===== src/rtl/dfs_pkg.sv =====
// Constants, types and message layouts for the drive fieldbus service logic.
// Assumes one core clock at 50 MHz; every block using it sits in that domain.
package dfs_pkg;
  localparam int unsigned CLK_HZ       = 50_000_000;
  localparam int unsigned FREE_RUN_US  = 1000;
  localparam int unsigned FREE_RUN_CYC = (CLK_HZ / 1_000_000) * FREE_RUN_US;
  localparam int unsigned SDO_TMO_MS   = 100;
  localparam int unsigned SDO_TMO_CYC  = (CLK_HZ / 1000) * SDO_TMO_MS;
  localparam int unsigned DC_MAX_MS    = 8;

  localparam logic [31:0] AB_TOGGLE  = 32'h0503_0000;
  localparam logic [31:0] AB_TMO     = 32'h0504_0000;
  localparam logic [31:0] AB_CMD     = 32'h0504_0001;
  localparam logic [31:0] AB_MEM     = 32'h0504_0005;
  localparam logic [31:0] AB_UNSUPP  = 32'h0601_0000;
  localparam logic [31:0] AB_WRONLY  = 32'h0601_0001;
  localparam logic [31:0] AB_RDONLY  = 32'h0601_0002;
  localparam logic [31:0] AB_NOOBJ   = 32'h0602_0000;
  localparam logic [31:0] AB_NOMAP   = 32'h0604_0041;
  localparam logic [31:0] AB_MAPLIM  = 32'h0604_0042;
  localparam logic [31:0] AB_HWERR   = 32'h0606_0000;
  localparam logic [31:0] AB_LEN     = 32'h0607_0010;
  localparam logic [31:0] AB_LENLONG = 32'h0607_0012;
  localparam logic [31:0] AB_LENSHRT = 32'h0607_0013;
  localparam logic [31:0] AB_NOSUB   = 32'h0609_0011;
  localparam logic [31:0] AB_RANGE   = 32'h0609_0030;
  localparam logic [31:0] AB_TOOBIG  = 32'h0609_0031;
  localparam logic [31:0] AB_TOOSML  = 32'h0609_0032;
  localparam logic [31:0] AB_MAXMIN  = 32'h0609_0036;
  localparam logic [31:0] AB_GENERAL = 32'h0800_0000;
  localparam logic [31:0] AB_XFER    = 32'h0800_0020;
  localparam logic [31:0] AB_LOCAL   = 32'h0800_0021;
  localparam logic [31:0] AB_DEVSTAT = 32'h0800_0022;

  localparam logic [15:0] EM_ALARM = 16'hff00;
  localparam logic [15:0] EM_ESM   = 16'ha000;
  localparam logic [7:0]  EM_CHAN  = 8'h02;
  localparam logic [7:0]  EM_DIAG  = 8'h0a;
  localparam logic [3:0]  EM_BYTES = 4'h8;
  localparam logic [3:0]  AB_BYTES = 4'h4;

  localparam logic [15:0] DC_US_250 = 16'h00fa;
  localparam logic [15:0] DC_US_500 = 16'h01f4;

  localparam logic [2:0] CMD_DNSEG  = 3'h0;
  localparam logic [2:0] CMD_DNINIT = 3'h1;
  localparam logic [2:0] CMD_UPINIT = 3'h2;
  localparam logic [2:0] CMD_UPSEG  = 3'h3;
  localparam logic [2:0] CMD_ABORT  = 3'h4;

  localparam int unsigned CW_SO = 0;
  localparam int unsigned CW_EV = 1;
  localparam int unsigned CW_QS = 2;
  localparam int unsigned CW_EO = 3;
  localparam int unsigned CW_FR = 7;

  typedef enum logic [1:0] {
    ESM_INIT = 2'h0, ESM_PREOP = 2'h1, ESM_SAFEOP = 2'h2, ESM_OP = 2'h3
  } dfs_esm_t;
  typedef enum logic [1:0] {
    SYNC_FREE = 2'h0, SYNC_SM2 = 2'h1, SYNC_DC = 2'h2, SYNC_RSVD = 2'h3
  } dfs_sync_t;
  typedef enum logic [2:0] {
    DS_NRDY = 3'b000, DS_SOD = 3'b001, DS_RDY = 3'b011, DS_SWON = 3'b010,
    DS_OPEN = 3'b110, DS_QSTOP = 3'b111, DS_FRA = 3'b101, DS_FAULT = 3'b100
  } dfs_drv_t;

  typedef struct packed {
    logic noObj;    logic noSub;    logic unsupp;   logic wrOnly;
    logic rdOnly;   logic noMap;    logic mapLim;   logic lenBad;
    logic lenLong;  logic lenShort; logic rangeOut; logic tooBig;
    logic tooSmall; logic maxMin;   logic memRange; logic hwFault;
    logic xferFail; logic localCtl; logic general;
  } dfs_chk_t;
  typedef struct packed {
    logic [2:0] cmd;
    logic       toggle;
    logic       last;
    logic       segmented;
    logic       isWrite;
    dfs_chk_t   chk;
  } dfs_req_t;
  typedef struct packed {
    logic        abort;
    logic [31:0] code;
  } dfs_resp_t;
endpackage


===== src/rtl/dfs_service.sv =====
// Drive fieldbus service logic: parameter mailbox, sync, emergencies, drive states.
// Assumes the mailbox framing and the object dictionary lookups live outside.
//
// Overview of operation
// (RQ1) Serve parameter requests whenever they arrive; code holds them off in init and while an abort waits to be sent.
// (RQ2) Failed transfers answer with a 32-bit abort.
// (RQ3) Toggle, timeout, unknown command get own codes.
// (RQ4) Unsupported, write-only read, read-only write aborts.
// (RQ5) Missing index and missing sub-index differ.
// (RQ6) Unmappable object and mapping limit aborts.
// (RQ7) Length mismatch, too long, too short.
// (RQ8) Range, too large, too small on writes.
// (RQ9) Maximum below minimum gets its code.
// (RQ10) General and application refusal codes.
// (RQ11) Memory range and hardware fault codes.
// (RQ12) Free run: own timer, master cycle >= 1 ms.
// (RQ13) SM2 mode: tick per output frame.
// (RQ14) DC mode: tick per SYNC0 pulse.
// (RQ15) One emergency per error occurrence.
// (RQ16) Emergency is eight bytes, fixed layout.
// (RQ17) Alarm emergency: FF00h, register, alarm code.
// (RQ18) Failed safe-op move: A000h, 02h, 0Ah.
// (RQ19) Refuse safe-op on bad cycle or mapping.
// (RQ20) No parameter writes until initialisation ends.
// (RQ21) Motor energised only in three states.
// (RQ22) Alarm: fault reaction, then fault state; code skips the reaction unless the motor runs, ignores it in not-ready.
// (RQ23) Master steers states by controlword bits.
// (RQ24) Mailbox outside init, outputs only operational.
// (RQ25) Multi-byte fields go low byte first.
module dfs_service
#(
  parameter int unsigned FREE_CYC = dfs_pkg::FREE_RUN_CYC,
  parameter int unsigned TMO_CYC  = dfs_pkg::SDO_TMO_CYC
)
(
  // Clock and reset.
  input  wire logic                core_clk,
  input  wire logic                rst,
  // Mailbox parameter requests.
  input  wire logic                reqValid,
  output logic                     reqReady,
  input  wire dfs_pkg::dfs_req_t   req,
  output logic                     respValid,
  output dfs_pkg::dfs_resp_t       resp,
  // Mailbox byte stream to the master.
  output logic                     txValid,
  output logic [7:0]               txByte,
  output logic                     txLast,
  input  wire logic                txReady,
  // Network state and synchronisation.
  input  wire dfs_pkg::dfs_esm_t   esmState,
  input  wire dfs_pkg::dfs_sync_t  syncMode,
  input  wire logic [15:0]         dcCycleUs,
  input  wire logic                rxPdoFrame,
  input  wire logic                sync0,
  output logic                     rxPdoAccept,
  output logic                     sm2Event,
  output logic                     appTick,
  // Safe-operational request.
  input  wire logic                safeOpReq,
  input  wire logic                badMapObj,
  input  wire logic                wrongDir,
  output logic                     safeOpAck,
  output logic                     safeOpRefuse,
  // Drive state machine.
  input  wire logic                initDone,
  input  wire logic [15:0]         controlword,
  input  wire logic                switchOnOk,
  input  wire logic                stopDone,
  input  wire logic                alarm,
  input  wire logic [7:0]          alarmCode,
  input  wire logic [7:0]          errorReg,
  output dfs_pkg::dfs_drv_t        driveState,
  output logic [15:0]              statusword,
  output logic                     motorOn,
  output logic                     paramWriteOk
);
  import dfs_pkg::*;

  localparam int FW = $clog2(FREE_CYC);
  localparam int TW = $clog2(TMO_CYC);

  logic          mbxOk;
  logic          reqTake;
  logic          segCmd;
  logic          initCmd;
  logic          knownCmd;
  logic          segActive;
  logic          segToggle;
  logic [TW-1:0] tmoCnt;
  logic          tmoHit;
  logic          selAbort;
  logic [31:0]   selCode;
  logic          next_abort;
  logic [31:0]   next_code;
  logic          abortPend;
  logic [31:0]   abortCode;
  logic          alarmSeen;
  logic          alarmRise;
  logic [7:0]    alarmHeld;
  logic          emAlarmPend;
  logic          emEsmPend;
  logic          txBusy;
  logic          txLoad;
  logic [63:0]   txMsg;
  logic [3:0]    txLen;
  logic          loadAlarm;
  logic          loadEsm;
  logic          loadAbort;
  logic [FW-1:0] freeCnt;
  logic          dcOk;
  logic          cwFrPrev;
  dfs_drv_t      state;
  dfs_drv_t      next_state;

  // (RQ24) Mailbox only outside init, output data only when operational.
  assign mbxOk       = (esmState != ESM_INIT);
  assign rxPdoAccept = rxPdoFrame && (esmState == ESM_OP);

  // (RQ1) Requests are taken outside init whenever no abort waits to be sent.
  assign reqReady = mbxOk && !abortPend;
  assign reqTake  = reqValid && reqReady;
  assign segCmd   = (req.cmd == CMD_DNSEG) || (req.cmd == CMD_UPSEG);
  assign initCmd  = (req.cmd == CMD_DNINIT) || (req.cmd == CMD_UPINIT);
  assign knownCmd = segCmd || initCmd || (req.cmd == CMD_ABORT);
  assign tmoHit   = segActive && !reqTake && (tmoCnt == TW'(TMO_CYC - 1));

  dfs_abort_sel u_sel
  (
    .isWrite     (req.isWrite),
    .writeLocked (!paramWriteOk),
    .chk         (req.chk),
    .abort       (selAbort),
    .code        (selCode)
  );

  always_comb
  begin
    next_abort = 1'b0;
    next_code  = 32'h0000_0000;
    // (RQ3) Unknown command, or a segment with no transfer open.
    if (!knownCmd || (segCmd && !segActive))
    begin
      next_abort = 1'b1;
      next_code  = AB_CMD;
    end
    // (RQ3) Segment toggle must alternate.
    else if (segCmd && (req.toggle != segToggle))
    begin
      next_abort = 1'b1;
      next_code  = AB_TOGGLE;
    end
    else if (initCmd)
    begin
      next_abort = selAbort;
      next_code  = selCode;
    end
  end

  // Segmented transfer tracking.
  always_ff @(posedge core_clk or posedge rst)
  begin
    if (rst)
    begin
      segActive <= 1'b0;
      segToggle <= 1'b0;
    end
    else if (tmoHit)
      segActive <= 1'b0;
    else if (reqTake)
    begin
      if ((req.cmd == CMD_ABORT) || next_abort)
        segActive <= 1'b0;
      else if (initCmd)
      begin
        segActive <= req.segmented && !req.last;
        segToggle <= 1'b0;
      end
      else
      begin
        segToggle <= !segToggle;
        segActive <= !req.last;
      end
    end
  end

  // (RQ3) Protocol timeout while a segmented transfer waits.
  always_ff @(posedge core_clk or posedge rst)
  begin
    if (rst)
      tmoCnt <= '0;
    else if (!segActive || reqTake || tmoHit)
      tmoCnt <= '0;
    else
      tmoCnt <= tmoCnt + TW'(1);
  end

  // (RQ2) Answer every request except an abort command, abort code when it fails.
  always_ff @(posedge core_clk or posedge rst)
  begin
    if (rst)
    begin
      respValid <= 1'b0;
      resp      <= '0;
    end
    else if (tmoHit)
    begin
      respValid <= 1'b1;
      resp      <= '{abort: 1'b1, code: AB_TMO};
    end
    else
    begin
      respValid <= reqTake && (req.cmd != CMD_ABORT);
      resp      <= '{abort: next_abort, code: next_code};
    end
  end

  // Abort waiting for the mailbox sender; a new abort wins over the clear.
  always_ff @(posedge core_clk or posedge rst)
  begin
    if (rst)
    begin
      abortPend <= 1'b0;
      abortCode <= 32'h0000_0000;
    end
    else if (tmoHit)
    begin
      abortPend <= 1'b1;
      abortCode <= AB_TMO;
    end
    else if (reqTake && (req.cmd != CMD_ABORT) && next_abort)
    begin
      abortPend <= 1'b1;
      abortCode <= next_code;
    end
    else if (loadAbort)
      abortPend <= 1'b0;
  end

  // (RQ15) One emergency per alarm occurrence, on its rising edge.
  assign alarmRise = alarm && !alarmSeen;

  always_ff @(posedge core_clk or posedge rst)
  begin
    if (rst)
    begin
      alarmSeen   <= 1'b0;
      alarmHeld   <= 8'h00;
      emAlarmPend <= 1'b0;
    end
    else
    begin
      alarmSeen <= alarm;
      if (alarmRise)
      begin
        emAlarmPend <= 1'b1;
        alarmHeld   <= alarmCode;
      end
      else if (loadAlarm)
        emAlarmPend <= 1'b0;
    end
  end

  // (RQ19) Safe-operational check on request from pre-operational.
  always_comb
  begin
    dcOk = (dcCycleUs == DC_US_250) || (dcCycleUs == DC_US_500);
    for (int ms = 1; ms <= int'(DC_MAX_MS); ms++)
      if (dcCycleUs == 16'(ms * 1000))
        dcOk = 1'b1;
  end

  always_ff @(posedge core_clk or posedge rst)
  begin
    if (rst)
    begin
      safeOpAck    <= 1'b0;
      safeOpRefuse <= 1'b0;
      emEsmPend    <= 1'b0;
    end
    else
    begin
      safeOpAck    <= 1'b0;
      safeOpRefuse <= 1'b0;
      // A refusal in the cycle that sends an older one still wins.
      if (loadEsm)
        emEsmPend <= 1'b0;
      if (safeOpReq && (esmState == ESM_PREOP))
      begin
        if (badMapObj || wrongDir || ((syncMode == SYNC_DC) && !dcOk))
        begin
          safeOpRefuse <= 1'b1;
          emEsmPend    <= 1'b1;
        end
        else
          safeOpAck <= 1'b1;
      end
    end
  end

  // Mailbox arbiter: alarm emergency, transition emergency, then abort.
  always_comb
  begin
    loadAlarm = 1'b0;
    loadEsm   = 1'b0;
    loadAbort = 1'b0;
    txMsg     = 64'h0;
    txLen     = 4'h0;
    if (!txBusy && mbxOk)
    begin
      // (RQ16) (RQ17) Alarm layout, bytes 3 and 5 to 7 zero.
      if (emAlarmPend)
      begin
        loadAlarm = 1'b1;
        txMsg     = {24'h0, alarmHeld, 8'h00, errorReg, EM_ALARM};
        txLen     = EM_BYTES;
      end
      // (RQ18) Channel and diagnosis after the transition code.
      else if (emEsmPend)
      begin
        loadEsm = 1'b1;
        txMsg   = {32'h0, EM_DIAG, EM_CHAN, EM_ESM};
        txLen   = EM_BYTES;
      end
      else if (abortPend)
      begin
        loadAbort = 1'b1;
        txMsg     = {32'h0, abortCode};
        txLen     = AB_BYTES;
      end
    end
  end
  assign txLoad = loadAlarm || loadEsm || loadAbort;

  dfs_byte_tx u_tx
  (
    .core_clk (core_clk),
    .rst      (rst),
    .load     (txLoad),
    .msg      (txMsg),
    .len      (txLen),
    .busy     (txBusy),
    .txValid  (txValid),
    .txByte   (txByte),
    .txLast   (txLast),
    .txReady  (txReady)
  );

  // (RQ12) Free-run timer gives the application period.
  always_ff @(posedge core_clk or posedge rst)
  begin
    if (rst)
      freeCnt <= '0;
    else if (freeCnt == FW'(FREE_CYC - 1))
      freeCnt <= '0;
    else
      freeCnt <= freeCnt + FW'(1);
  end

  // (RQ13) (RQ14) Application tick follows the chosen source.
  always_ff @(posedge core_clk or posedge rst)
  begin
    if (rst)
    begin
      appTick  <= 1'b0;
      sm2Event <= 1'b0;
    end
    else
    begin
      sm2Event <= rxPdoAccept;
      unique case (syncMode)
        SYNC_FREE: appTick <= (freeCnt == FW'(FREE_CYC - 1));
        SYNC_SM2:  appTick <= rxPdoAccept;
        SYNC_DC:   appTick <= sync0;
        default:   appTick <= 1'b0;
      endcase
    end
  end

  // (RQ22) (RQ23) Drive state transitions from controlword and alarms.
  always_comb
  begin
    next_state = state;
    unique case (state)
      DS_NRDY:
        if (initDone) next_state = DS_SOD;
      DS_SOD:
        if (controlword[CW_QS] && controlword[CW_EV] && !controlword[CW_SO])
          next_state = DS_RDY;
      DS_RDY:
        if (!controlword[CW_EV] || !controlword[CW_QS]) next_state = DS_SOD;
        else if (controlword[CW_SO] && switchOnOk)
          next_state = controlword[CW_EO] ? DS_OPEN : DS_SWON;
      DS_SWON:
        if (!controlword[CW_EV]) next_state = DS_SOD;
        else if (!controlword[CW_QS]) next_state = DS_SOD;
        else if (!controlword[CW_SO] || !switchOnOk) next_state = DS_RDY;
        else if (controlword[CW_EO]) next_state = DS_OPEN;
      DS_OPEN:
        if (!controlword[CW_EV]) next_state = DS_SOD;
        else if (!controlword[CW_QS]) next_state = DS_QSTOP;
        else if (!controlword[CW_SO] || !switchOnOk) next_state = DS_RDY;
        else if (!controlword[CW_EO]) next_state = DS_SWON;
      DS_QSTOP:
        if (stopDone || !controlword[CW_EV]) next_state = DS_SOD;
      DS_FRA:
        if (stopDone) next_state = DS_FAULT;
      DS_FAULT:
        if (controlword[CW_FR] && !cwFrPrev && !alarm) next_state = DS_SOD;
    endcase
    // (RQ22) Alarm stops a running motor first, otherwise straight to fault; ignored in not-ready.
    if (alarm && (state != DS_NRDY) && (state != DS_FRA) && (state != DS_FAULT))
      next_state = ((state == DS_OPEN) || (state == DS_QSTOP)) ? DS_FRA : DS_FAULT;
  end

  always_ff @(posedge core_clk or posedge rst)
  begin
    if (rst)
    begin
      state    <= DS_NRDY;
      cwFrPrev <= 1'b0;
    end
    else
    begin
      state    <= next_state;
      cwFrPrev <= controlword[CW_FR];
    end
  end

  assign driveState = state;
  // (RQ21) Excitation only in the three running states.
  assign motorOn = (state == DS_OPEN) || (state == DS_QSTOP) || (state == DS_FRA);
  // (RQ20) Writes refused until initialisation completes.
  assign paramWriteOk = (state != DS_NRDY);

  // (RQ22) Current state reported in the status object.
  always_comb
  begin
    unique case (state)
      DS_NRDY:  statusword = 16'h0000;
      DS_SOD:   statusword = 16'h0040;
      DS_RDY:   statusword = 16'h0021;
      DS_SWON:  statusword = 16'h0023;
      DS_OPEN:  statusword = 16'h0027;
      DS_QSTOP: statusword = 16'h0007;
      DS_FRA:   statusword = 16'h000f;
      DS_FAULT: statusword = 16'h0008;
    endcase
  end
endmodule // dfs_service


===== src/rtl/dfs_abort_sel.sv =====
// Picks the abort code for a checked parameter request, most specific first.
// Assumes the object checks are already decoded into flags by the caller.
module dfs_abort_sel
(
  // Checked request.
  input  wire logic             isWrite,
  input  wire logic             writeLocked,
  input  wire dfs_pkg::dfs_chk_t chk,
  // Verdict.
  output logic                  abort,
  output logic [31:0]           code
);
  import dfs_pkg::*;

  always_comb
  begin
    abort = 1'b1;
    code  = 32'h0000_0000;
    // (RQ5) Dictionary lookup.
    if (chk.noObj) code = AB_NOOBJ;
    else if (chk.noSub) code = AB_NOSUB;
    // (RQ4) Access direction.
    else if (chk.unsupp) code = AB_UNSUPP;
    else if (!isWrite && chk.wrOnly) code = AB_WRONLY;
    else if (isWrite && chk.rdOnly) code = AB_RDONLY;
    // (RQ6) Mapping limits.
    else if (isWrite && chk.noMap) code = AB_NOMAP;
    else if (isWrite && chk.mapLim) code = AB_MAPLIM;
    // (RQ7) Length against data type.
    else if (chk.lenLong) code = AB_LENLONG;
    else if (chk.lenShort) code = AB_LENSHRT;
    else if (chk.lenBad) code = AB_LEN;
    // (RQ8) Value range on writes.
    else if (isWrite && chk.tooBig) code = AB_TOOBIG;
    else if (isWrite && chk.tooSmall) code = AB_TOOSML;
    else if (isWrite && chk.rangeOut) code = AB_RANGE;
    // (RQ9) Limit pair ordering.
    else if (isWrite && chk.maxMin) code = AB_MAXMIN;
    // (RQ11) Memory range and hardware fault.
    else if (chk.memRange) code = AB_MEM;
    else if (chk.hwFault) code = AB_HWERR;
    // (RQ10) Application refuses the data.
    else if (isWrite && writeLocked) code = AB_DEVSTAT;
    else if (chk.localCtl) code = AB_LOCAL;
    else if (chk.xferFail) code = AB_XFER;
    else if (chk.general) code = AB_GENERAL;
    else abort = 1'b0;
  end
endmodule // dfs_abort_sel


===== src/rtl/dfs_byte_tx.sv =====
// Mailbox byte sender: shifts a loaded message out, byte 0 first.
// Assumes the mailbox sink may stall with txReady low for any time.
module dfs_byte_tx
(
  // Clock and reset.
  input  wire logic        core_clk,
  input  wire logic        rst,
  // Message load.
  input  wire logic        load,
  input  wire logic [63:0] msg,
  input  wire logic [3:0]  len,
  output logic             busy,
  // Byte stream.
  output logic             txValid,
  output logic [7:0]       txByte,
  output logic             txLast,
  input  wire logic        txReady
);
  import dfs_pkg::*;

  logic [63:0] shiftReg;
  logic [3:0]  left;

  assign busy    = (left != 4'h0);
  assign txValid = busy;
  assign txByte  = shiftReg[7:0];
  assign txLast  = (left == 4'h1);

  // (RQ25) Low byte leaves first.
  always_ff @(posedge core_clk or posedge rst)
  begin
    if (rst)
    begin
      shiftReg <= 64'h0;
      left     <= 4'h0;
    end
    else if (load && !busy)
    begin
      shiftReg <= msg;
      left     <= len;
    end
    else if (txValid && txReady)
    begin
      shiftReg <= {8'h00, shiftReg[63:8]};
      left     <= left - 4'h1;
    end
  end
endmodule // dfs_byte_tx


===== config.mk =====
export PLATFORM = sky130hd
export DESIGN_NAME = dfs_service
export DESIGN_NICKNAME = d
export VERILOG_FILES = /design/src/rtl/dfs_pkg.sv /design/src/rtl/dfs_service.sv /design/src/rtl/dfs_abort_sel.sv /design/src/rtl/dfs_byte_tx.sv
export SDC_FILE = /design/constraint.sdc
export NUM_CORES = 1
export LEC_CHECK = 0
export BUFFER_PORTS_ARGS = -buffer_cell sky130_fd_sc_hd__buf_4
export CELL_PAD_IN_SITES_DETAIL_PLACEMENT = 1
export CELL_PAD_IN_SITES_GLOBAL_PLACEMENT = 1
export CORE_MARGIN = 4
export CORE_UTILIZATION = 44
export CTS_CLUSTER_DIAMETER = 40
export DETAILED_ROUTE_END_ITERATION = 8
export PLACE_DENSITY_LB_ADDON = 0.08
export SYNTH_ARGS = -nofsm -noshare
export SYNTH_HDL_FRONTEND = slang
export SYNTH_SLANG_ARGS = --single-unit

===== constraint.sdc =====
create_clock -name core_clk -period 7.1 [get_ports core_clk]
set_clock_uncertainty 0.05 [all_clocks]
set_input_delay 1.065 -clock core_clk [delete_from_list [all_inputs] [get_ports core_clk]]
set_output_delay 1.065 -clock core_clk [all_outputs]
set_load 0.02 [all_outputs]

==> flow_metrics.tcl, run 1 <==
set metrics [dict create \
    status "complete, no violations" \
    yosysSeqAreaShare_pct 47.8 \
    routabilityCongestion 0.872 \
    synthFlopType "dfrtp_1" \
    setup_viol_count_final 0 \
    io_buffers 122 \
    rsz0062_at_grt "false" \
    yosys_warnings 0 \
    cts_root_buffer "clkbuf_16" \
    critPathKind "reg2out" \
    cts_resized 0 \
    drt_wl_total_mm 19.3 \
    period_share_pct 41.3 \
    worstPathArrival_ps 1820 \
    cpMostUsedCell "inv_1" \
    drt_iter0_drc 267 \
    synthesis.area_um2 7060 \
    fp.dieW_um 135 \
    ir_drop_uv 207 \
    io_pins 162 \
    cp_top_family "flip-flops" \
    grt_pass1_wl_mm 32.3 \
    powerDensity_nw_per_um2 316 \
    antenna_found_initial 0 \
    vias 6033 \
    relSlewSlack_pct 36.9 \
    tns_ps 0 \
    fmax_mhz 341 \
    netlist-cell-type-count 66 \
    p_leak_nw 3.83 \
    final.min_clock_period_ps 2930 \
    cp_slowest_stage_delay_ps 420 \
    coreArea_um2 15800 \
    clk_pin_slew_ps 60 \
    tightest_slew_ps 944 \
    synth_area_leaders "dfrtp_1, nand2_1, nor2_1, buf_4, a21oi_1" \
    cts_buffer_depth 2 \
    placed_area_um2 7990 \
    holdBufCountCts 0 \
    area_growth_pct 20.6 \
    grt_max_degree 75 \
    numCtsBuffers 17 \
    post-route-cell-area_um2 8520 \
    h-tree-depth 4 \
    drive_gt1_share_pct 21.4 \
    cts_sinks 135 \
    syn_avg_cell_area_um2 9.15 \
    yosysTopAreaCellShare_pct 47.8 \
    grt-ovfl-total 0 \
    ant_nets 0 \
    viasPerCell 5.44 \
    worstHoldPathType "reg2reg" \
    cts_tree "done" \
    async_flop_share_pct 100 \
    slew_violations 0 \
    drc_errors 0 \
    initial_core_util_pct 44.6 \
    critPathCaptureType "primary output" \
    die_h_um 135 \
    crit_required_ps 5980 \
    hold_viol_final 0 \
    critPathLaunchType "flop" \
    dpl.hpwl_mm 13.7 \
    netlist_instances 772 \
    synth_edf_count 0 \
    grt_usage_pct 22.0 \
    diodes 0 \
    grt_pass1_vias 6445 \
    fillers 1850 \
    ys_seq_elements 135 \
    synth.largest_area_cell "dfrtp_1" \
    critical_path_buf_inv_count 3 \
    path_max_fanout 6 \
    cts_setup_buffers 0 \
    num_rows 46 \
    wl_per_cell_um 17.4 \
    maxCapViolCount 0 \
    slowest_stage "dfrtp_1" \
    clock_latency_ps 430 \
    crit_chain "inv_1, ha_1, nor3b_2, inv_1, buf_4" \
    first_pass_iters 4 \
    die_area_um2 18100 \
    nNetsFinal 974 \
]
-- layout make-up --
| class | count | area, um^2 | area share [%] |
|---|---|---|---|
| repair buffers | 127 | 953 | 11.2 |
| well taps | 216 | 270 | 3.17 |
| flip-flops and latches | 135 | 3380 | 39.7 |
| clock buffers | 17 | 425 | 4.99 |
| multi-input cells | 577 | 3300 | 38.7 |
| inverters | 21 | 83.8 | 0.984 |
| clock inverters | 15 | 108 | 1.26 |
-- power by group --
group | switching [mW] | internal (mW)
Combinational | 0.481 | 0.319
Clock | 0.348 | 0.445
Sequential | 0.162 | 0.937
Total | 0.991 | 1.70
-- stage by stage --
step,setup slack [ps],util (%),power [mW],hold WS [ps],cells
CTS,4130,53.8,2.72,419,1108
floorplan,2370,-,1.63,383,799
detailed placement,3830,50.5,1.90,406,1076
finish,4170,53.8,2.69,419,1108
global route,4020,53.8,2.86,438,1108
global placement,3920,50.5,1.86,395,1076
-- state kept, by name (all words and copies together), names as in the netlist, 3 cells and up --
| signal | flops |
|---|---|
| abortCode | 14 |
| freeCnt | 16 |
| tmoCnt | 23 |
| driveState | 3 |
| alarmHeld | 8 |
| u_tx.shiftReg | 40 |
| resp | 15 |
| u_tx.left | 4 |
-- path summary, 6_finish.rpt --
check | cells past startpoint | startpoint | slack (ps) | to
worst max register to register | 5 | emAlarmPend | 4330 | u_tx.shiftReg[15]
max in group asynchronous | 3 | rst | 5070 | u_tx.shiftReg[4]
worst min register to register | 1 | freeCnt[0] | 420 | freeCnt[0]
min in group asynchronous | 2 | rst | 700 | sm2Event
worst min-delay path | 1 | freeCnt[0] | 420 | freeCnt[0]
worst max-delay path | 5 | u_tx.left[1] | 4170 | txValid
-- synth_stat cells, types with 2 or more instances --
master	instances
nor4_1	2
o2111ai_1	2
xnor2_1	15
nor4bb_1	6
a21o_1	2
or3_1	7
o211ai_1	3
o41ai_1	3
or2_2	5
a211oi_1	6
o32ai_1	3
nor2_2	2
nor3b_1	5
nor2b_1	9
nor3_1	13
buf_4	39
dfrtp_1	135
a211o_1	2
o31a_1	3
xor2_1	21
clkbuf_1	20
o31ai_1	2
inv_1	21
ha_1	4
and2_1	8
a221oi_1	4
and3_1	8
or4_1	3
mux2_2	10
a31o_2	4
nand3b_1	2
nor4_2	2
nand3_1	43
nor4b_1	4
a21oi_1	45
nor2_1	86
nand2_1	104
o21ba_2	2
buf_2	5
mux2i_1	10
o21bai_1	2
a31oi_1	18
nand4_1	12
nand2b_1	13
o21ai_0	36
-- cells by family (layout without fill, tap and decap cells) --
logic type,Yosys count,in the layout,synth area share (%)
buf+inv,87,180,6.89
simple gates,344,344,24.0
mux,21,21,3.22
xor+xnor,36,36,4.46
other cells,1,28,0.0531
fa+ha+maj,4,4,0.709
compound gates,144,144,12.8
flops,135,135,47.8
-- cell usage in the layout, fill, tap and decap left out, types with 4 or more instances in the layout --
cell,n
xnor2_1,15
nor3b_1,5
ha_1,4
nand3_1,43
a211oi_1,6
and2_1,8
nand2b_1,13
dfrtp_1,135
xor2_1,21
nand2_1,104
buf_4,127
nor2b_1,9
nor4bb_1,6
clkinv_2,4
or2_2,5
o21ai_0,36
a31o_2,4
nor2_1,86
a21oi_1,45
inv_1,20
and3_1,8
mux2i_1,10
a31oi_1,18
nor3_1,13
clkinvlp_4,7
nor4b_1,4
or3_1,7
clkbuf_16,17
nand4_1,12
conb_1,28
a221oi_1,4
mux2_2,10
-- metal layers --
metal | track usage [%] | vias up | wire length (um)
li1 | - | 2844 | -
met4 | 6.33 | 0 | 261
met1 | 29.1 | 2988 | 8600
met5 | 0 | - | 0
met3 | 4.96 | 20 | 1170
met2 | 36.3 | 181 | 9300
(Power assumes the default switching activity.)
==> run 2: changes to the inputs <==
- CORE_UTILIZATION: 44 -> 37
- clock period: 7.1 -> 2.5 ns (I/O delays scaled with it)
==> flow_metrics.tcl, run 2 (synthesis gave the netlist of run 1 again) <==
set metrics [dict create \
    status "complete, no violations" \
    hold_viol_final 0 \
    diodes 0 \
    use_met3_pct 3.66 \
    multiInputGateArea_um2 3310 \
    instances_no_fill 1147 \
    cts_root_buffer "clkbuf_16" \
    placed_area_um2 8200 \
    routabilityCongestion 0.826 \
    mostFrequentLayoutCells "buf_4, dfrtp_1, nand2_1" \
    drt_iter0_drc 239 \
    period_share_pct 92.6 \
    die_area_um2 21400 \
    viasPerCell 5.27 \
    nNetsFinal 997 \
    met1_usage_pct 25.9 \
    powerDensity_nw_per_um2 901 \
    grtUsageMet2_pct 30.7 \
    numCtsBuffers 17 \
    vias 6046 \
    holdWs_ps 27.4 \
    critPathKind "reg2reg" \
    drt_wl_total_mm 19.8 \
    post-route-cell-area_um2 8780 \
    clock_latency_ps 410 \
    first_pass_iters 4 \
    worstPathArrival_ps 2560 \
    ant_nets 0 \
    ir_drop_uv 493 \
    clockPowerShare_pct 30.4 \
    grt_usage_pct 18.7 \
    grt-busiest-layer "met2" \
    largest_registers "u_tx.shiftReg (40), tmoCnt (23), freeCnt (16)" \
    combPwrFrac_pct 31.5 \
    final.min_clock_period_ps 2320 \
    num_rows 50 \
    slew_violations 0 \
    pwr-share-seq_pct 38.1 \
    tightest_slew_ps 730 \
    p_leak_nw 3.96 \
    largest_reg_flops 40 \
    cts_tree "done" \
    fillers 2231 \
    cp_slowest_stage_delay_ps 430 \
    h-tree-depth 4 \
    area_growth_pct 24.3 \
    relSlewSlack_pct 51.3 \
    path_max_fanout 4 \
    dpl.hpwl_mm 14.5 \
    holdBufCountCts 0 \
    critPathCaptureType "flop" \
    die_h_um 146 \
    r2r_slack_ps 180 \
    p_sw_mw 2.79 \
    cts_buffer_depth 2 \
    tns_ps 0 \
    crit_required_ps 2750 \
    wl_per_cell_um 17.3 \
    grt_max_degree 136 \
    drc_errors 0 \
    fp.dieW_um 146 \
    maxCapViolCount 0 \
    layout_commonest_cell "buf_4" \
    critPathLaunchType "flop" \
    regMostFlops "u_tx.shiftReg" \
    p_int_mw 5.12 \
    grt_pass1_vias 6480 \
    grt_pass1_wl_mm 33.4 \
    cts_sinks 135 \
    coreArea_um2 18800 \
    clk_pin_slew_ps 60 \
    crit_chain "ha_1, nand2_1, or2_2, or3_1, or2_1, nand4_1, mux2_2" \
    dp.cells 1117 \
    grt-ovfl-total 0 \
    netSwitchingFraction_pct 35.2 \
    setup_viol_count_final 0 \
    worstHoldPathType "in2reg" \
    antenna_found_initial 0 \
    regArea_um2 3380 \
    slowest_stage "or3_1" \
    drive_gt1_share_pct 23.3 \
    fmax_mhz 432 \
    rsz0062_at_grt "false" \
    initial_core_util_pct 37.6 \
    io_pins 162 \
    io_buffers 122 \
]
run 2: cell count changes in the layout (fill, tap and decap cells not counted):
cell / change
buf_12: +2
buf_4: +21
bufinv_16: +2
clkinvlp_4: -1
inv_6: -3
nor3b_1: -1
nor3b_4: +1
run 2: path summary, 6_finish.rpt:
path	start	end	depth (start not counted)
hold reg to reg	freeCnt[0]	freeCnt[0]	1
setup / recovery	tmoCnt[0]	segToggle	7
min in group asynchronous	rst	tmoCnt[15]	3
setup reg to reg	tmoCnt[0]	segToggle	7
hold / removal	controlword[7]	cwFrPrev	1
max in group asynchronous	rst	u_tx.left[2]	3
run 2: cell type report:
class	instances	area share, %
clock buffers	17	4.85
multi-input cells	577	37.7
well taps	234	3.34
flip-flops and latches	135	38.5
inverters	21	0.941
repair buffers	150	13.1
clock inverters	13	1.54
run 2: per-layer routing:
metal | part of all wire (%) | vias up | wire length, um
li1 | - | 2882 | -
met1 | 47 | 2990 | 9270
met2 | 48 | 158 | 9510
met3 | 4.1 | 16 | 805
met4 | 1.0 | 0 | 203
met5 | 0 | - | 0
run 2: repair_timing:
item	in CTS	in global routing
resized for setup	0	2
buffers inserted	0	0
setup endpoints to repair	0	4
run 2: stage by stage:
stage | util, % | setup slack [ps] | power [mW]
4_1_cts | 46.7 | 32.6 | 8.00
6_report | 46.8 | 184 | 7.91
3_3_place_gp | 43.7 | 135 | 5.43
5_1_grt | 46.8 | 38.8 | 8.42
3_5_place_dp | 43.7 | 74.8 | 5.55
2_1_floorplan | - | 371 | 4.64
run 2: worst max-delay path: cells and delay by family (launching register included):
family,cells,cell delay [ps]
AND/OR/NAND/NOR,5,1200
flip-flops,1,390
multiplexers,1,350
adder cells (fa/ha/maj),1,220
run 2: power by group through the flow:
stage	sequential (mW)	combinational (mW)	clock [mW]
global route	3.08	2.78	2.56
floorplan	2.98	1.66	0
CTS	3.01	2.52	2.46
detailed placement	3.05	2.50	0
global placement	3.02	2.41	0
finish	3.02	2.49	2.40
